### src/include/saslm_pkg.sv
// Package: constants and types for the servo alarm and stop manager
package saslm_pkg;
  // Register offsets (plain port, word index)
  localparam logic [3:0] ADDR_CTRL = 4'h0;
  localparam logic [3:0] ADDR_STATUS = 4'h1;
  localparam logic [3:0] ADDR_FAULT = 4'h2;
  localparam logic [3:0] ADDR_CFG = 4'h3;
  localparam logic [3:0] ADDR_MON = 4'h4;
  // Fault input bit positions
  localparam int F_PARAM_SUM = 0;
  localparam int F_PARAM_FMT = 1;
  localparam int F_SYS_SUM = 2;
  localparam int F_MAIN_DET = 3;
  localparam int F_PARAM_RANGE = 4;
  localparam int F_ENC_PULSE = 5;
  localparam int F_PARAM_COMB = 6;
  localparam int F_FC_MISMATCH = 7;
  localparam int F_CAPACITY = 8;
  localparam int F_UNSUPPORTED = 9;
  localparam int F_SERVO_ON_CANCEL = 10;
  localparam int F_OVERCURRENT = 11;
  localparam int NUM_FAULTS = 12;
  // Per-alarm properties, bit index = fault position
  localparam logic [11:0] RESETTABLE_MASK = 12'h508;
  localparam logic [11:0] GROUP_TWO_MASK = 12'h000;
  // Alarm code output per fault, bit1 in [0], bit3 in [2]; zero when none given
  localparam logic [2:0] CODE_ENC_PULSE = 3'h7;
  localparam logic [2:0] CODE_OVERCURRENT = 3'h6;
  localparam logic [2:0] CODE_DEFAULT = 3'h0;
  // Alarm numbers shown on the status register
  localparam logic [11:0] ALARM_NUM [NUM_FAULTS] = '{12'h020, 12'h021, 12'h022, 12'h030, 12'h040, 12'h041,
    12'h042, 12'h044, 12'h050, 12'h051, 12'h0B0, 12'h100};
  // Reset values of configuration
  localparam logic [1:0] GR1_STOP_RESET = 2'h0;
  localparam logic [1:0] GR2_STOP_RESET = 2'h0;
  localparam logic [7:0] MON1_RESET = 8'h02;
  localparam logic [7:0] MON2_RESET = 8'h00;
  localparam logic [7:0] MON_POS_ERR = 8'h07;
  // Monitor scale: millivolts per reference unit
  localparam int MON_MV_PER_UNIT = 10;
  // Stop methods
  typedef enum logic [1:0] {SASLM_RUN, SASLM_STOP_DB, SASLM_STOP_ZERO_SPEED, SASLM_STOP_COAST} saslm_stop_t;
endpackage

### src/design/saslm_monitor.sv
// Monitor channel: selects the motor-to-load position error when coded
`timescale 1ns/1ps
module saslm_monitor #(
  parameter int WIDTH = 16
) (
  input wire logic MCLK,
  input wire logic RST,
  input wire logic [7:0] sel,
  input wire logic signed [WIDTH-1:0] pos_err,
  input wire logic signed [WIDTH-1:0] other_sig,
  output logic signed [WIDTH+3:0] mon_mv
);
  wire logic pick_err = (sel == saslm_pkg::MON_POS_ERR);
  wire logic signed [WIDTH+3:0] scaled_err = (WIDTH + 4)'(pos_err * saslm_pkg::MON_MV_PER_UNIT);
  wire logic signed [WIDTH+3:0] passed = (WIDTH + 4)'(other_sig);
  always_ff @(posedge MCLK)
  begin
    if (RST)
      mon_mv <= '0;
    else
      mon_mv <= pick_err ? scaled_err : passed;
  end
endmodule // saslm_monitor

### src/design/saslm_top.sv
// Top: alarm latching, stop group selection, code output, monitors, feedback select
//
// Implementation choices: the strobed register port and the register offsets.
`timescale 1ns/1ps
// What this block does
// - Group one alarms stop by gr1 select
// - gr1 select defaults to dynamic brake
// - Group two alarms stop by gr2 select
// - gr2 select defaults to zero speed
// - Torque control always uses group one stop
// - gr2 select one copies group one method
// - Resettable alarms clear on a reset request once fault gone
// - Non-resettable alarms ignore reset requests
// - Parameter/system checksum faults: non-resettable alarms
// - Main detector fault: resettable group one alarm
// - Parameter range faults: non-resettable group one
// - Capacity mismatch: resettable group one alarm
// - Unsupported device: non-resettable group one alarm
// - Servo-on after utility power-on raises alarm
// - Overcurrent: non-resettable, code low high high
// - Monitor code 07 shows position error
// - Feedback source 0 motor, 1 external
// - Feedback select ignored unless fully closed
module saslm_top #(
  parameter int WIDTH = 16
) (
  input wire logic MCLK,
  input wire logic RST,
  input wire logic [3:0] ADDR,
  input wire logic [31:0] WDATA,
  input wire logic WR,
  input wire logic RD,
  output logic [31:0] RDATA,
  input wire logic [11:0] FAULT,
  input wire logic SERVO_ON_REQUEST,
  input wire logic ALARM_RESET_REQUEST,
  input wire logic UTILITY_POWERED,
  input wire logic TORQUE_MODE,
  input wire logic signed [WIDTH-1:0] POS_ERR,
  input wire logic signed [WIDTH-1:0] MON1_SRC,
  input wire logic signed [WIDTH-1:0] MON2_SRC,
  input wire logic signed [WIDTH-1:0] MOTOR_SPEED,
  input wire logic signed [WIDTH-1:0] EXT_SPEED,
  input wire logic RESTART,
  output logic ALARM_CODE_BIT1,
  output logic ALARM_CODE_BIT2,
  output logic ALARM_CODE_BIT3,
  output logic ALARM_ACTIVE,
  output logic [1:0] STOP_ACTION,
  output logic signed [WIDTH+3:0] MON1_OUT,
  output logic signed [WIDTH+3:0] MON2_OUT,
  output logic signed [WIDTH-1:0] SPEED_FB
);
  ////////////////////////////////////////////////////////////////////////////
  // Input synchronisers: fault lines and host pins come from outside MCLK
  logic [15:0] sync1;
  logic [15:0] sync2;
  always_ff @(posedge MCLK)
  begin
    if (RST)
    begin
      sync1 <= '0;
      sync2 <= '0;
    end
    else
    begin
      sync1 <= {TORQUE_MODE, UTILITY_POWERED, ALARM_RESET_REQUEST, SERVO_ON_REQUEST, FAULT};
      sync2 <= sync1;
    end
  end
  wire logic [11:0] fault_s = sync2[11:0];
  wire logic son_s = sync2[12];
  wire logic arst_s = sync2[13];
  wire logic util_s = sync2[14];
  wire logic torque_s = sync2[15];

  ////////////////////////////////////////////////////////////////////////////
  // Configuration registers
  logic [1:0] gr1_stop_select;
  logic [1:0] gr2_stop_select;
  logic fully_closed_mode_select;
  logic speed_feedback_select;
  logic speed_feedback_active;
  logic [7:0] monitor1_select;
  logic [7:0] monitor2_select;
  logic son_prev;
  logic arst_prev;
  logic util_seen;
  wire logic wr_cfg = WR && (ADDR == saslm_pkg::ADDR_CFG);
  wire logic wr_mon = WR && (ADDR == saslm_pkg::ADDR_MON);
  wire logic wr_ctrl = WR && (ADDR == saslm_pkg::ADDR_CTRL);
  // Software reset request joins the pin edge; the write strobe is used as is, not edge-detected
  wire logic reset_pulse = (arst_s && !arst_prev) || (wr_ctrl && WDATA[0]);
  always_ff @(posedge MCLK)
  begin
    if (RST)
    begin
      gr1_stop_select <= saslm_pkg::GR1_STOP_RESET;
      gr2_stop_select <= saslm_pkg::GR2_STOP_RESET;
      fully_closed_mode_select <= 1'b0;
      speed_feedback_select <= 1'b0;
      monitor1_select <= saslm_pkg::MON1_RESET;
      monitor2_select <= saslm_pkg::MON2_RESET;
    end
    else
    begin
      if (wr_cfg)
      begin
        gr1_stop_select <= WDATA[1:0];
        gr2_stop_select <= WDATA[5:4];
        fully_closed_mode_select <= WDATA[8];
        speed_feedback_select <= WDATA[12];
      end
      if (wr_mon)
      begin
        monitor1_select <= WDATA[7:0];
        monitor2_select <= WDATA[15:8];
      end
    end
  end

  ////////////////////////////////////////////////////////////////////////////
  // Servo-on after a utility run: the host must not, but we catch it
  always_ff @(posedge MCLK)
  begin
    if (RST)
    begin
      son_prev <= 1'b0;
      arst_prev <= 1'b0;
      util_seen <= 1'b0;
    end
    else
    begin
      son_prev <= son_s;
      arst_prev <= arst_s;
      if (util_s)
        util_seen <= 1'b1;
      else if (son_s && !son_prev)
        util_seen <= 1'b0;
    end
  end
  wire logic son_cancel = son_s && !son_prev && util_seen;

  ////////////////////////////////////////////////////////////////////////////
  // Alarm detection and latching
  wire logic [11:0] detect = {fault_s[11], son_cancel, fault_s[9:0]};
  logic [11:0] latched;
  logic [11:0] next_latched;
  genvar g;
  generate
    for (g = 0; g < saslm_pkg::NUM_FAULTS; g++)
    begin : g_alarm
      // Set wins over clear; only resettable alarms with the cause removed may clear
      wire logic may_clear = saslm_pkg::RESETTABLE_MASK[g] && !detect[g];
      assign next_latched[g] = detect[g] || (latched[g] && !(reset_pulse && may_clear));
    end
  endgenerate
  always_ff @(posedge MCLK)
  begin
    if (RST)
      latched <= '0;
    else
      latched <= next_latched;
  end

  ////////////////////////////////////////////////////////////////////////////
  // Priority: lowest alarm number is reported
  logic [3:0] first_idx;
  always_comb
  begin
    first_idx = 4'h0;
    for (int i = saslm_pkg::NUM_FAULTS - 1; i >= 0; i--)
    begin
      if (next_latched[i])
        first_idx = 4'(i);
    end
  end
  wire logic any_alarm = |next_latched;
  wire logic any_g1 = |(next_latched & ~saslm_pkg::GROUP_TWO_MASK);
  wire logic [2:0] code_sel =
    (first_idx == 4'(saslm_pkg::F_ENC_PULSE)) ? saslm_pkg::CODE_ENC_PULSE :
    (first_idx == 4'(saslm_pkg::F_OVERCURRENT)) ? saslm_pkg::CODE_OVERCURRENT :
    saslm_pkg::CODE_DEFAULT;
  wire logic [2:0] next_code = any_alarm ? code_sel : 3'h0;

  ////////////////////////////////////////////////////////////////////////////
  // Stop method selection
  function automatic logic [1:0] gr1_method(input logic [1:0] sel);
    gr1_method = (sel == 2'h0) ? 2'(saslm_pkg::SASLM_STOP_DB) : 2'(saslm_pkg::SASLM_STOP_COAST);
  endfunction
  wire logic [1:0] g1_action = gr1_method(gr1_stop_select);
  // Group two: torque mode or select 1 falls back to group one method
  wire logic [1:0] g2_action = (torque_s || gr2_stop_select == 2'h1) ? g1_action :
    2'(saslm_pkg::SASLM_STOP_ZERO_SPEED);
  wire logic [1:0] next_stop = !any_alarm ? 2'(saslm_pkg::SASLM_RUN) :
    any_g1 ? g1_action : g2_action;
  always_ff @(posedge MCLK)
  begin
    if (RST)
    begin
      ALARM_CODE_BIT1 <= 1'b0;
      ALARM_CODE_BIT2 <= 1'b0;
      ALARM_CODE_BIT3 <= 1'b0;
      ALARM_ACTIVE <= 1'b0;
      STOP_ACTION <= 2'(saslm_pkg::SASLM_RUN);
    end
    else
    begin
      ALARM_CODE_BIT1 <= next_code[0];
      ALARM_CODE_BIT2 <= next_code[1];
      ALARM_CODE_BIT3 <= next_code[2];
      ALARM_ACTIVE <= any_alarm;
      STOP_ACTION <= next_stop;
    end
  end

  ////////////////////////////////////////////////////////////////////////////
  // Speed feedback source: latched only at restart
  always_ff @(posedge MCLK)
  begin
    if (RST)
      speed_feedback_active <= 1'b0;
    else if (RESTART)
      speed_feedback_active <= speed_feedback_select && fully_closed_mode_select;
  end
  always_ff @(posedge MCLK)
  begin
    if (RST)
      SPEED_FB <= '0;
    else
      SPEED_FB <= speed_feedback_active ? EXT_SPEED : MOTOR_SPEED;
  end

  ////////////////////////////////////////////////////////////////////////////
  // Analog monitors
  saslm_monitor #(.WIDTH(WIDTH)) u_mon1 (
    .MCLK(MCLK),
    .RST(RST),
    .sel(monitor1_select),
    .pos_err(POS_ERR),
    .other_sig(MON1_SRC),
    .mon_mv(MON1_OUT)
  );
  saslm_monitor #(.WIDTH(WIDTH)) u_mon2 (
    .MCLK(MCLK),
    .RST(RST),
    .sel(monitor2_select),
    .pos_err(POS_ERR),
    .other_sig(MON2_SRC),
    .mon_mv(MON2_OUT)
  );

  ////////////////////////////////////////////////////////////////////////////
  // Register read
  wire logic [11:0] shown_num = ALARM_ACTIVE ? saslm_pkg::ALARM_NUM[first_idx] : 12'h000;
  logic [31:0] rd_mux;
  always_comb
  begin
    if (ADDR == saslm_pkg::ADDR_STATUS)
      rd_mux = {14'h0000, STOP_ACTION, ALARM_ACTIVE, ALARM_CODE_BIT3, ALARM_CODE_BIT2, ALARM_CODE_BIT1, shown_num};
    else if (ADDR == saslm_pkg::ADDR_FAULT)
      rd_mux = {20'h00000, latched};
    else if (ADDR == saslm_pkg::ADDR_CFG)
      rd_mux = {16'h0000, 2'h0, speed_feedback_active, speed_feedback_select, 3'h0,
        fully_closed_mode_select, 2'h0, gr2_stop_select, 2'h0, gr1_stop_select};
    else if (ADDR == saslm_pkg::ADDR_MON)
      rd_mux = {16'h0000, monitor2_select, monitor1_select};
    else
      rd_mux = 32'h00000000;
  end
  always_ff @(posedge MCLK)
  begin
    if (RST)
      RDATA <= '0;
    else
      RDATA <= RD ? rd_mux : 32'h00000000;
  end
endmodule // saslm_top

### config.mk
export PLATFORM = sky130hd
export DESIGN_NAME = saslm_top
export DESIGN_NICKNAME = d
export VERILOG_FILES = /design/src/include/saslm_pkg.sv /design/src/design/saslm_monitor.sv /design/src/design/saslm_top.sv
export SDC_FILE = /design/constraint.sdc
export NUM_CORES = 1
export LEC_CHECK = 0
export BUFFER_PORTS_ARGS = -buffer_cell sky130_fd_sc_hd__buf_2
export CORE_MARGIN = 2
export CORE_UTILIZATION = 45
export CTS_BUF_LIST = sky130_fd_sc_hd__clkbuf_4 sky130_fd_sc_hd__clkbuf_8 sky130_fd_sc_hd__clkbuf_16
export CTS_CLUSTER_SIZE = 12
export DETAILED_ROUTE_END_ITERATION = 7
export PLACE_DENSITY = 0.83
export SLEW_MARGIN = 25
export SYNTH_ARGS = -nofsm -noshare
export SYNTH_HDL_FRONTEND = slang
export SYNTH_SLANG_ARGS = --single-unit
### constraint.sdc
create_clock -name MCLK -period 4.8 [get_ports MCLK]
set_input_delay 0 -clock MCLK [delete_from_list [all_inputs] [get_ports MCLK]]
set_output_delay 0 -clock MCLK [all_outputs]
set_load 0.05 [all_outputs]
==> results of run 1 <==
-- worst max-delay path, cell delays in order (launching register included) --
cell	delay [ns]
dfxtp_1	0.33
nor4_1	0.42
and4_1	0.85
nand2_1	0.17
a21oi_1	0.18
dlygate4sd3_1	0.57
-- flip-flops by register name, summed over array words and instances (netlist names) --
name and count:
u_mon1.mon_mv 20, u_mon2.mon_mv 20, RDATA 18, SPEED_FB 16, sync1 14, sync2 14, latched 12, monitor1_select 8
monitor2_select 8, STOP_ACTION 2, gr1_stop_select 2, gr2_stop_select 2, ALARM_ACTIVE 1, ALARM_CODE_BIT1 1, ALARM_CODE_BIT2 1, arst_prev 1
fully_closed_mode_select 1, son_prev 1, speed_feedback_active 1, speed_feedback_select 1, util_seen 1
-- power by group --
group          total [W]  leakage (nW)  internal [W]  switching [W]
registers        0.00127          1.19       0.00125      0.0000201
logic           0.000564          2.47      0.000215       0.000349
clock network    0.00139         0.304      0.000903       0.000489
-- cells in the final DEF (no fill, tap or decap), types with 6 or more instances in the layout --
cell and count:
a211oi_1 12, a21o_1 6, a21oi_1 50, a22oi_1 11
buf_2 197, clkbuf_16 17, conb_1 14, dfxtp_1 145
dlygate4sd3_1 104, ha_1 29, inv_1 7, mux2i_1 22
nand2_1 88, nand2b_1 15, nand3_1 9, nand3b_1 15
nor2_1 66, nor2b_1 34, nor3_1 7, o211ai_1 6
o21ai_0 10, o31ai_1 8, or3_1 7, or4_1 6
-- logic make-up (layout without fill, tap and decap cells) --
kind of cell / after synthesis / after routing / share of synthesized area [%]
other cells: 1 / 14 / 0.05987
xor+xnor: 7 / 7 / 0.9788
flops: 145 / 145 / 46.34
mux: 23 / 23 / 3.755
buf+inv: 55 / 342 / 4.335
fa+ha+maj: 30 / 30 / 6.113
simple gates: 285 / 285 / 23.49
compound gates: 139 / 139 / 14.92
-- cell type report --
type                            count  area (sq um)
Multi-Input combinational cell    498          3141
Clock inverter                     10         158.9
Sequential cell                   145          2903
Timing Repair Buffer              305          2057
Inverter                            7         26.28
Clock buffer                       20         466.7
Fill cell                        1050          4742
Tap cell                          180         225.2
-- worst min-delay path by stage --
stage | startpoint | to | slack (ns) | depth (start not counted)
5_1_grt | RST | SPEED_FB[6]$_SDFF_PP0_ | 0.08 | 2
3_3_place_gp | FAULT[4] | sync1[4]$_SDFF_PP0_ | 0.21 | 2
3_5_place_dp | FAULT[5] | sync1[5]$_SDFF_PP0_ | 0.21 | 2
4_1_cts | RST | SPEED_FB[0]$_SDFF_PP0_ | 0.04 | 2
2_1_floorplan | ADDR[3] | RDATA[12]$_SDFF_PP0_ | 0.10 | 1
6_report | RST | SPEED_FB[0]$_SDFF_PP0_ | 0.07 | 2
-- stage by stage --
stage               total power (W)  setup WS, ns  cell area [sq um]  util (%)
CTS                        0.003227         2.369               8975     65.42
detailed placement         0.001774         2.367               7308     53.27
global route               0.003349         2.072               8977     65.44
global placement           0.001767         2.375               7308     53.27
finish                     0.003227         2.220               8977     65.44
floorplan                  0.001647         2.759               6312         -
-- metal layers --
metal / wire length, um / vias up
li1: - / 2958
met1: 7232 / 2916
met2: 9821 / 266
met3: 1155 / 54
met4: 524 / 0
met5: 0 / -
-- Yosys cell counts (all sizes together), types with 2 or more instances --
cell       n  share of area, %
or4        6              0.72
o31ai      8              0.96
a211oi    12               1.4
a2111oi    2              0.28
a22oi     11               1.3
nor3b      4              0.48
buf       19               2.2
dfxtp    145                46
nor3       8              0.72
nand3      9              0.72
nand4b     2              0.28
and4       2              0.28
a22o       3              0.42
and2       3              0.30
nand2     88               5.3
o21ai     14               1.1
nand3b    15               1.8
xnor2      3              0.42
a21boi     2              0.24
nor4       6              0.80
inv        7              0.42
o211ai     8               1.1
a21o       6              0.72
clkbuf    29               1.7
nor2b     34               3.4
or3        8              0.88
o21bai     2              0.24
nor4b      3              0.52
a31oi      3              0.30
nand2b    15               1.5
or3b       3              0.42
o211a      3              0.60
xor2       4              0.56
a21oi     51               4.1
and3       2              0.20
nor2      67               4.0
or2        4              0.40
nand4      4              0.50
mux2i     22               3.5
o311ai     2              0.28
o22ai      4              0.40
ha        29               5.8
o21a       4              0.48
==> results.json, run 1 <==
{
  "syn_avg_cell_area_sq_um": 9.144,
  "r2r-end": "u_mon2.mon_mv[2]$_SDFF_PP0_",
  "cp_max_fo": 19,
  "hp-class": "input pin to flop",
  "cts_resized": 0,
  "cts_root_buffer": "clkbuf_16",
  "final_antenna_net_count": 0,
  "rows": 43,
  "end_kind": "flop",
  "crit_type": "flop to flop",
  "drv_slew": 0,
  "skew_ns": 0.006667,
  "ys_seq_area_share_pct": 46.34,
  "firstDrtPassIters": 5,
  "drive_gt1_share_pct": 25.28,
  "pin_count": 231,
  "h-tree-depth": 4,
  "start_util_pct": 45.65,
  "endpoint": "u_mon2.mon_mv[2]$_SDFF_PP0_",
  "ctsLongestPathBuffers": 2,
  "worst_pin_slew_ns": 1.032,
  "regToRegSetupSlack_ns": 2.22,
  "grt_max_degree": 87,
  "r2r_cells": 5,
  "grt_overflow": 0,
  "drc": 0,
  "die_w_um": 122.0,
  "area_growth_pct": 43.33,
  "gp_congestion": 0.8940,
  "cts_tree": "done",
  "finalHoldWorstSlack_ns": 0.07260,
  "met3_usage_pct": 5.946,
  "numCtsBuffers": 17,
  "final_nets": 1141,
  "num_vias": 6194,
  "hpwl_mm": 11.64,
  "antenna_found_initial": 0,
  "setup_viol": 0,
  "synthFlopType": "dfxtp_1",
  "rsz0062_at_grt": "false",
  "cts.clk_slew.worst_paths_ns": 0.06,
  "wl_per_cell_um": 16.08,
  "insertion_delay_ns": 0.41,
  "chipHeight_um": 122.0,
  "cp_data_required_time_ns": 5.16,
  "dieArea_sq_mm": 0.01488,
  "portBuffers": 198,
  "startpoint": "monitor2_select[3]$_SDFFE_PP0P_",
  "grt_use_met2_pct": 44.17,
  "synth_seq_cells": 145,
  "grtUsageMet1_pct": 28.41,
  "run_status": "finished, final reports clean",
  "fin_crit_sh_pct": 53.75,
  "grt_busiest_layer": "met2",
  "cts_sinks": 145,
  "detailedRoute.firstIterationViolations": 476,
  "r2r_start": "monitor2_select[3]$_SDFFE_PP0P_",
  "synth_cells": 685,
  "power_density_mw_per_mm2": 359.5,
  "layout.cells.non_filler": 1165,
  "drt_wl_total_mm": 18.73,
  "setup_tns_ns": 0,
  "p_leak_nw": 3.972,
  "cap_violations": 0,
  "fmax_ghz": 0.3876,
  "place_inst": 1031,
  "core-area_sq_mm": 0.01372,
  "ys_warn_count": 0,
  "postCtsHoldBufs": 104,
  "layout_min_cycle_time_ns": 2.580,
  "grtUsageTotal_pct": 24.93,
  "max_slew_margin_pct": 31.10,
  "grt_pass1_vias": 5955,
  "synth_edf_count": 0,
  "peakVddDrop_v": 0.0002220,
  "postCtsSetupBuffers": 0,
  "finalHoldViolCount": 0,
  "viasPerCell": 5.317,
  "critPathLaunchType": "flop",
  "grt_pass1_wl_mm": 28.88,
  "async_flop_share_pct": 0,
  "syn_area_sq_mm": 0.006264,
  "synthDistinctLibCells": 67,
  "antennaDiodeCount": 0,
  "arrival_ns": 2.94
}
Note: power is estimated with default switching activity, not from simulation.
==> run 2: changes to the inputs <==
ABC_AREA = 1   (was default)
clock period = 2.58 ns   (was 4.8 ns; I/O delays follow)
==> results.json, run 2 <==
{
  "run_status": "finished, final reports clean",
  "regToRegSetupSlack_ns": 0.24,
  "firstDrtPassIters": 5,
  "rows": 42,
  "synth_top_area_share_pct": 47.73,
  "synthDistinctLibCells": 42,
  "drc": 0,
  "layout_min_cycle_time_ns": 2.338,
  "crit_chain": "inv_1, nor4_1, nand2_1, clkinvlp_4, buf_4, o21ai_0, a21oi_1, dlygate4sd3_1",
  "fin_crit_sh_pct": 90.62,
  "async_flop_share_pct": 0,
  "grtUsageMet1_pct": 30.03,
  "synth_seq_cells": 145,
  "grt_busiest_layer": "met2",
  "cts_root_buffer": "clkbuf_16",
  "setup_viol": 0,
  "arrival_ns": 2.71,
  "drv_slew": 0,
  "fmax_ghz": 0.4277,
  "synth.most_common_cell": "dfxtp_1",
  "critPathLaunchType": "flop",
  "h-tree-depth": 4,
  "rsz0062_at_grt": "false",
  "synth_cells": 774,
  "numCtsBuffers": 17,
  "grt_max_degree": 65,
  "ctsLongestPathBuffers": 2,
  "grt_pass1_wl_mm": 29.95,
  "setup_ws_ns": 0.2419,
  "wl_per_cell_um": 14.92,
  "holdPathStages": 4,
  "die_w_um": 120.3,
  "max_slew_margin_pct": 44.67,
  "synth_edf_count": 0,
  "pre_cts_ws_ns": 0.3464,
  "final_common_cell": "buf_2",
  "crit_family": "buffers and inverters",
  "viasPerCell": 5.035,
  "finalHoldViolCount": 0,
  "finalInstanceArea_sq_mm": 0.008965,
  "hp-class": "input pin to flop",
  "final_antenna_net_count": 0,
  "drive_gt1_share_pct": 23.97,
  "cts_sinks": 145,
  "antenna_found_initial": 4,
  "final_nets": 1247,
  "hpwl_mm": 12.14,
  "p_leak_nw": 4.360,
  "met3_usage_pct": 6.792,
  "grtUsageTotal_pct": 26.52,
  "portBuffers": 198,
  "placedInstanceArea_sq_mm": 0.007169,
  "cts.clk_slew.worst_paths_ns": 0.06,
  "path_depth": 8,
  "cp_data_required_time_ns": 2.95,
  "cp_max_fo": 21,
  "dieArea_sq_mm": 0.01446,
  "end_kind": "flop",
  "core-area_sq_mm": 0.01324,
  "start_util_pct": 45.93,
  "top_regs": "u_mon1.mon_mv: 20 flops, u_mon2.mon_mv: 20 flops, RDATA: 18 flops",
  "yosys.area.top_type": "dfxtp_1",
  "worst_pin_slew_ns": 0.8269,
  "detailedRoute.firstIterationViolations": 495,
  "insertion_delay_ns": 0.42,
  "grt_pass1_vias": 6344,
  "r2r_cells": 8,
  "ys_warn_count": 0,
  "synth_area_leaders": "dfxtp_1 (48%), nor2_1 (6.8%), inv_1 (6.1%), nand2_1 (6.0%), ha_1 (6.0%)",
  "cap_violations": 0,
  "final_cell_mix": "buf_2 (198), dfxtp_1 (145), nor2_1 (110), dlygate4sd3_1 (110)",
  "cpPeakStageDelay_ns": 0.57,
  "drt_wl_total_mm": 19.00,
  "synth_common_cells": "dfxtp_1 (145), nor2_1 (110), inv_1 (99), nand2_1 (98), a21oi_1 (68)",
  "r2r_start": "monitor1_select[0]$_SDFFE_PP0P_",
  "syn_area_sq_mm": 0.006082,
  "setup_tns_ns": 0,
  "chipHeight_um": 120.3,
  "startpoint": "monitor1_select[0]$_SDFFE_PP0P_",
  "area_growth_pct": 47.40,
  "skew_ns": 0.01033,
  "gp_congestion": 0.9593,
  "r2r-end": "u_mon1.mon_mv[2]$_SDFF_PP0_",
  "num_vias": 6409,
  "syn_avg_cell_area_sq_um": 7.858,
  "synthFlopType": "dfxtp_1",
  "critPathBufInv": 4,
  "peakVddDrop_v": 0.0004218,
  "cts_tree": "done",
  "cpMaxStageDelayCell": "dlygate4sd3_1",
  "crit_type": "flop to flop",
  "grt_use_met2_pct": 45.49,
  "pin_count": 231,
  "ys_seq_area_share_pct": 47.73,
  "power_density_mw_per_mm2": 690.3,
  "endpoint": "u_mon1.mon_mv[2]$_SDFF_PP0_",
  "grt_overflow": 0
}
==> run 2: cell count changes in the layout (fill, tap and decap cells not counted), sizes merged, moves of 12 or more <==
cell    previous run  this run
nand3b            15         3
nand2b            15         0
nand3              9        39
nor2              67       116
o21ai             14        73
inv                7       104
nand2             88       101
mux2i             22         0
nor2b             34         0
a211oi            12         0
a21oi             51        70
==> run 2: worst register-to-register path, stage by stage, from the launching register on <==
cell and delay, ns:
dfxtp_1 0.34, inv_1 0.07, nor4_1 0.29, nand2_1 0.23, clkinvlp_4 0.16, buf_4 0.26, o21ai_0 0.14, a21oi_1 0.22
dlygate4sd3_1 0.57
==> run 2: cell families after synthesis <==
group,after synthesis,share of synthesized area (%)
AND/OR/NAND/NOR,275,19.67
buffers and inverters,146,9.936
flip-flops,145,47.73
XOR/XNOR,9,1.296
adder cells (fa/ha/maj),30,6.295
AO/OA/AOI/OAI,168,15.02
other,1,0.06166
==> run 2: report_power, final <==
part	internal [W]	switching, W	leakage [nW]	total (W)
sequential	0.00234	0.0000375	1.19	0.00237
clock	0.00178	0.000939	0.320	0.00272
combinational	0.000391	0.000701	2.85	0.00109
total	0.00451	0.00168	4.36	0.00619
==> run 2: per-stage QoR <==
step	utilization (%)	hold WS (ns)	total power [W]	std cells
5_1_grt	67.70	0.04705	0.006429	1273
3_3_place_gp	54.14	0.1852	0.003328	1125
4_1_cts	67.48	0.02177	0.006185	1267
3_5_place_dp	54.14	0.1892	0.003347	1125
6_report	67.70	0.03681	0.006188	1273
2_1_floorplan	-	0.09012	0.003094	787
==> run 2: final cells by class <==
type                    count  area, sq um
diodes                      4        10.01
clock buffers              20        460.4
clock inverters            12        205.2
fillers                  1049         4278
inverters                 105        397.9
multi-input cells         496         2624
flip-flops and latches    145         2903
well taps                 176        220.2
repair buffers            315         2145
==> run 2: worst min-delay path by stage <==
stage          startpoint                                 end  slack, ns
2_1_floorplan     RESTART  speed_feedback_active$_SDFFE_PP0P_       0.09
3_3_place_gp      RESTART  speed_feedback_active$_SDFFE_PP0P_       0.19
3_5_place_dp      RESTART  speed_feedback_active$_SDFFE_PP0P_       0.19
4_1_cts           ADDR[1]                 RDATA[3]$_SDFF_PP0_       0.02
5_1_grt           ADDR[1]                 RDATA[3]$_SDFF_PP0_       0.05
6_report          ADDR[1]                 RDATA[3]$_SDFF_PP0_       0.04
==> run 2: what timing repair did <==
action	4_1_cts	5_1_grt
gates resized for setup	0	1
hold endpoints to repair	98	0
buffers inserted	0	2
endpoints found under the setup margin	0	3
hold buffers	110	0
==> run 2: layer usage <==
layer  vias to the layer above  part of all wire (%)  routed length, um
met1                      2884                    39               7332
met3                        83                   7.6               1448
li1                       3091                     -                  -
met4                         0                   4.7                886
met5                         -                     0                  0
met2                       351                    49               9332
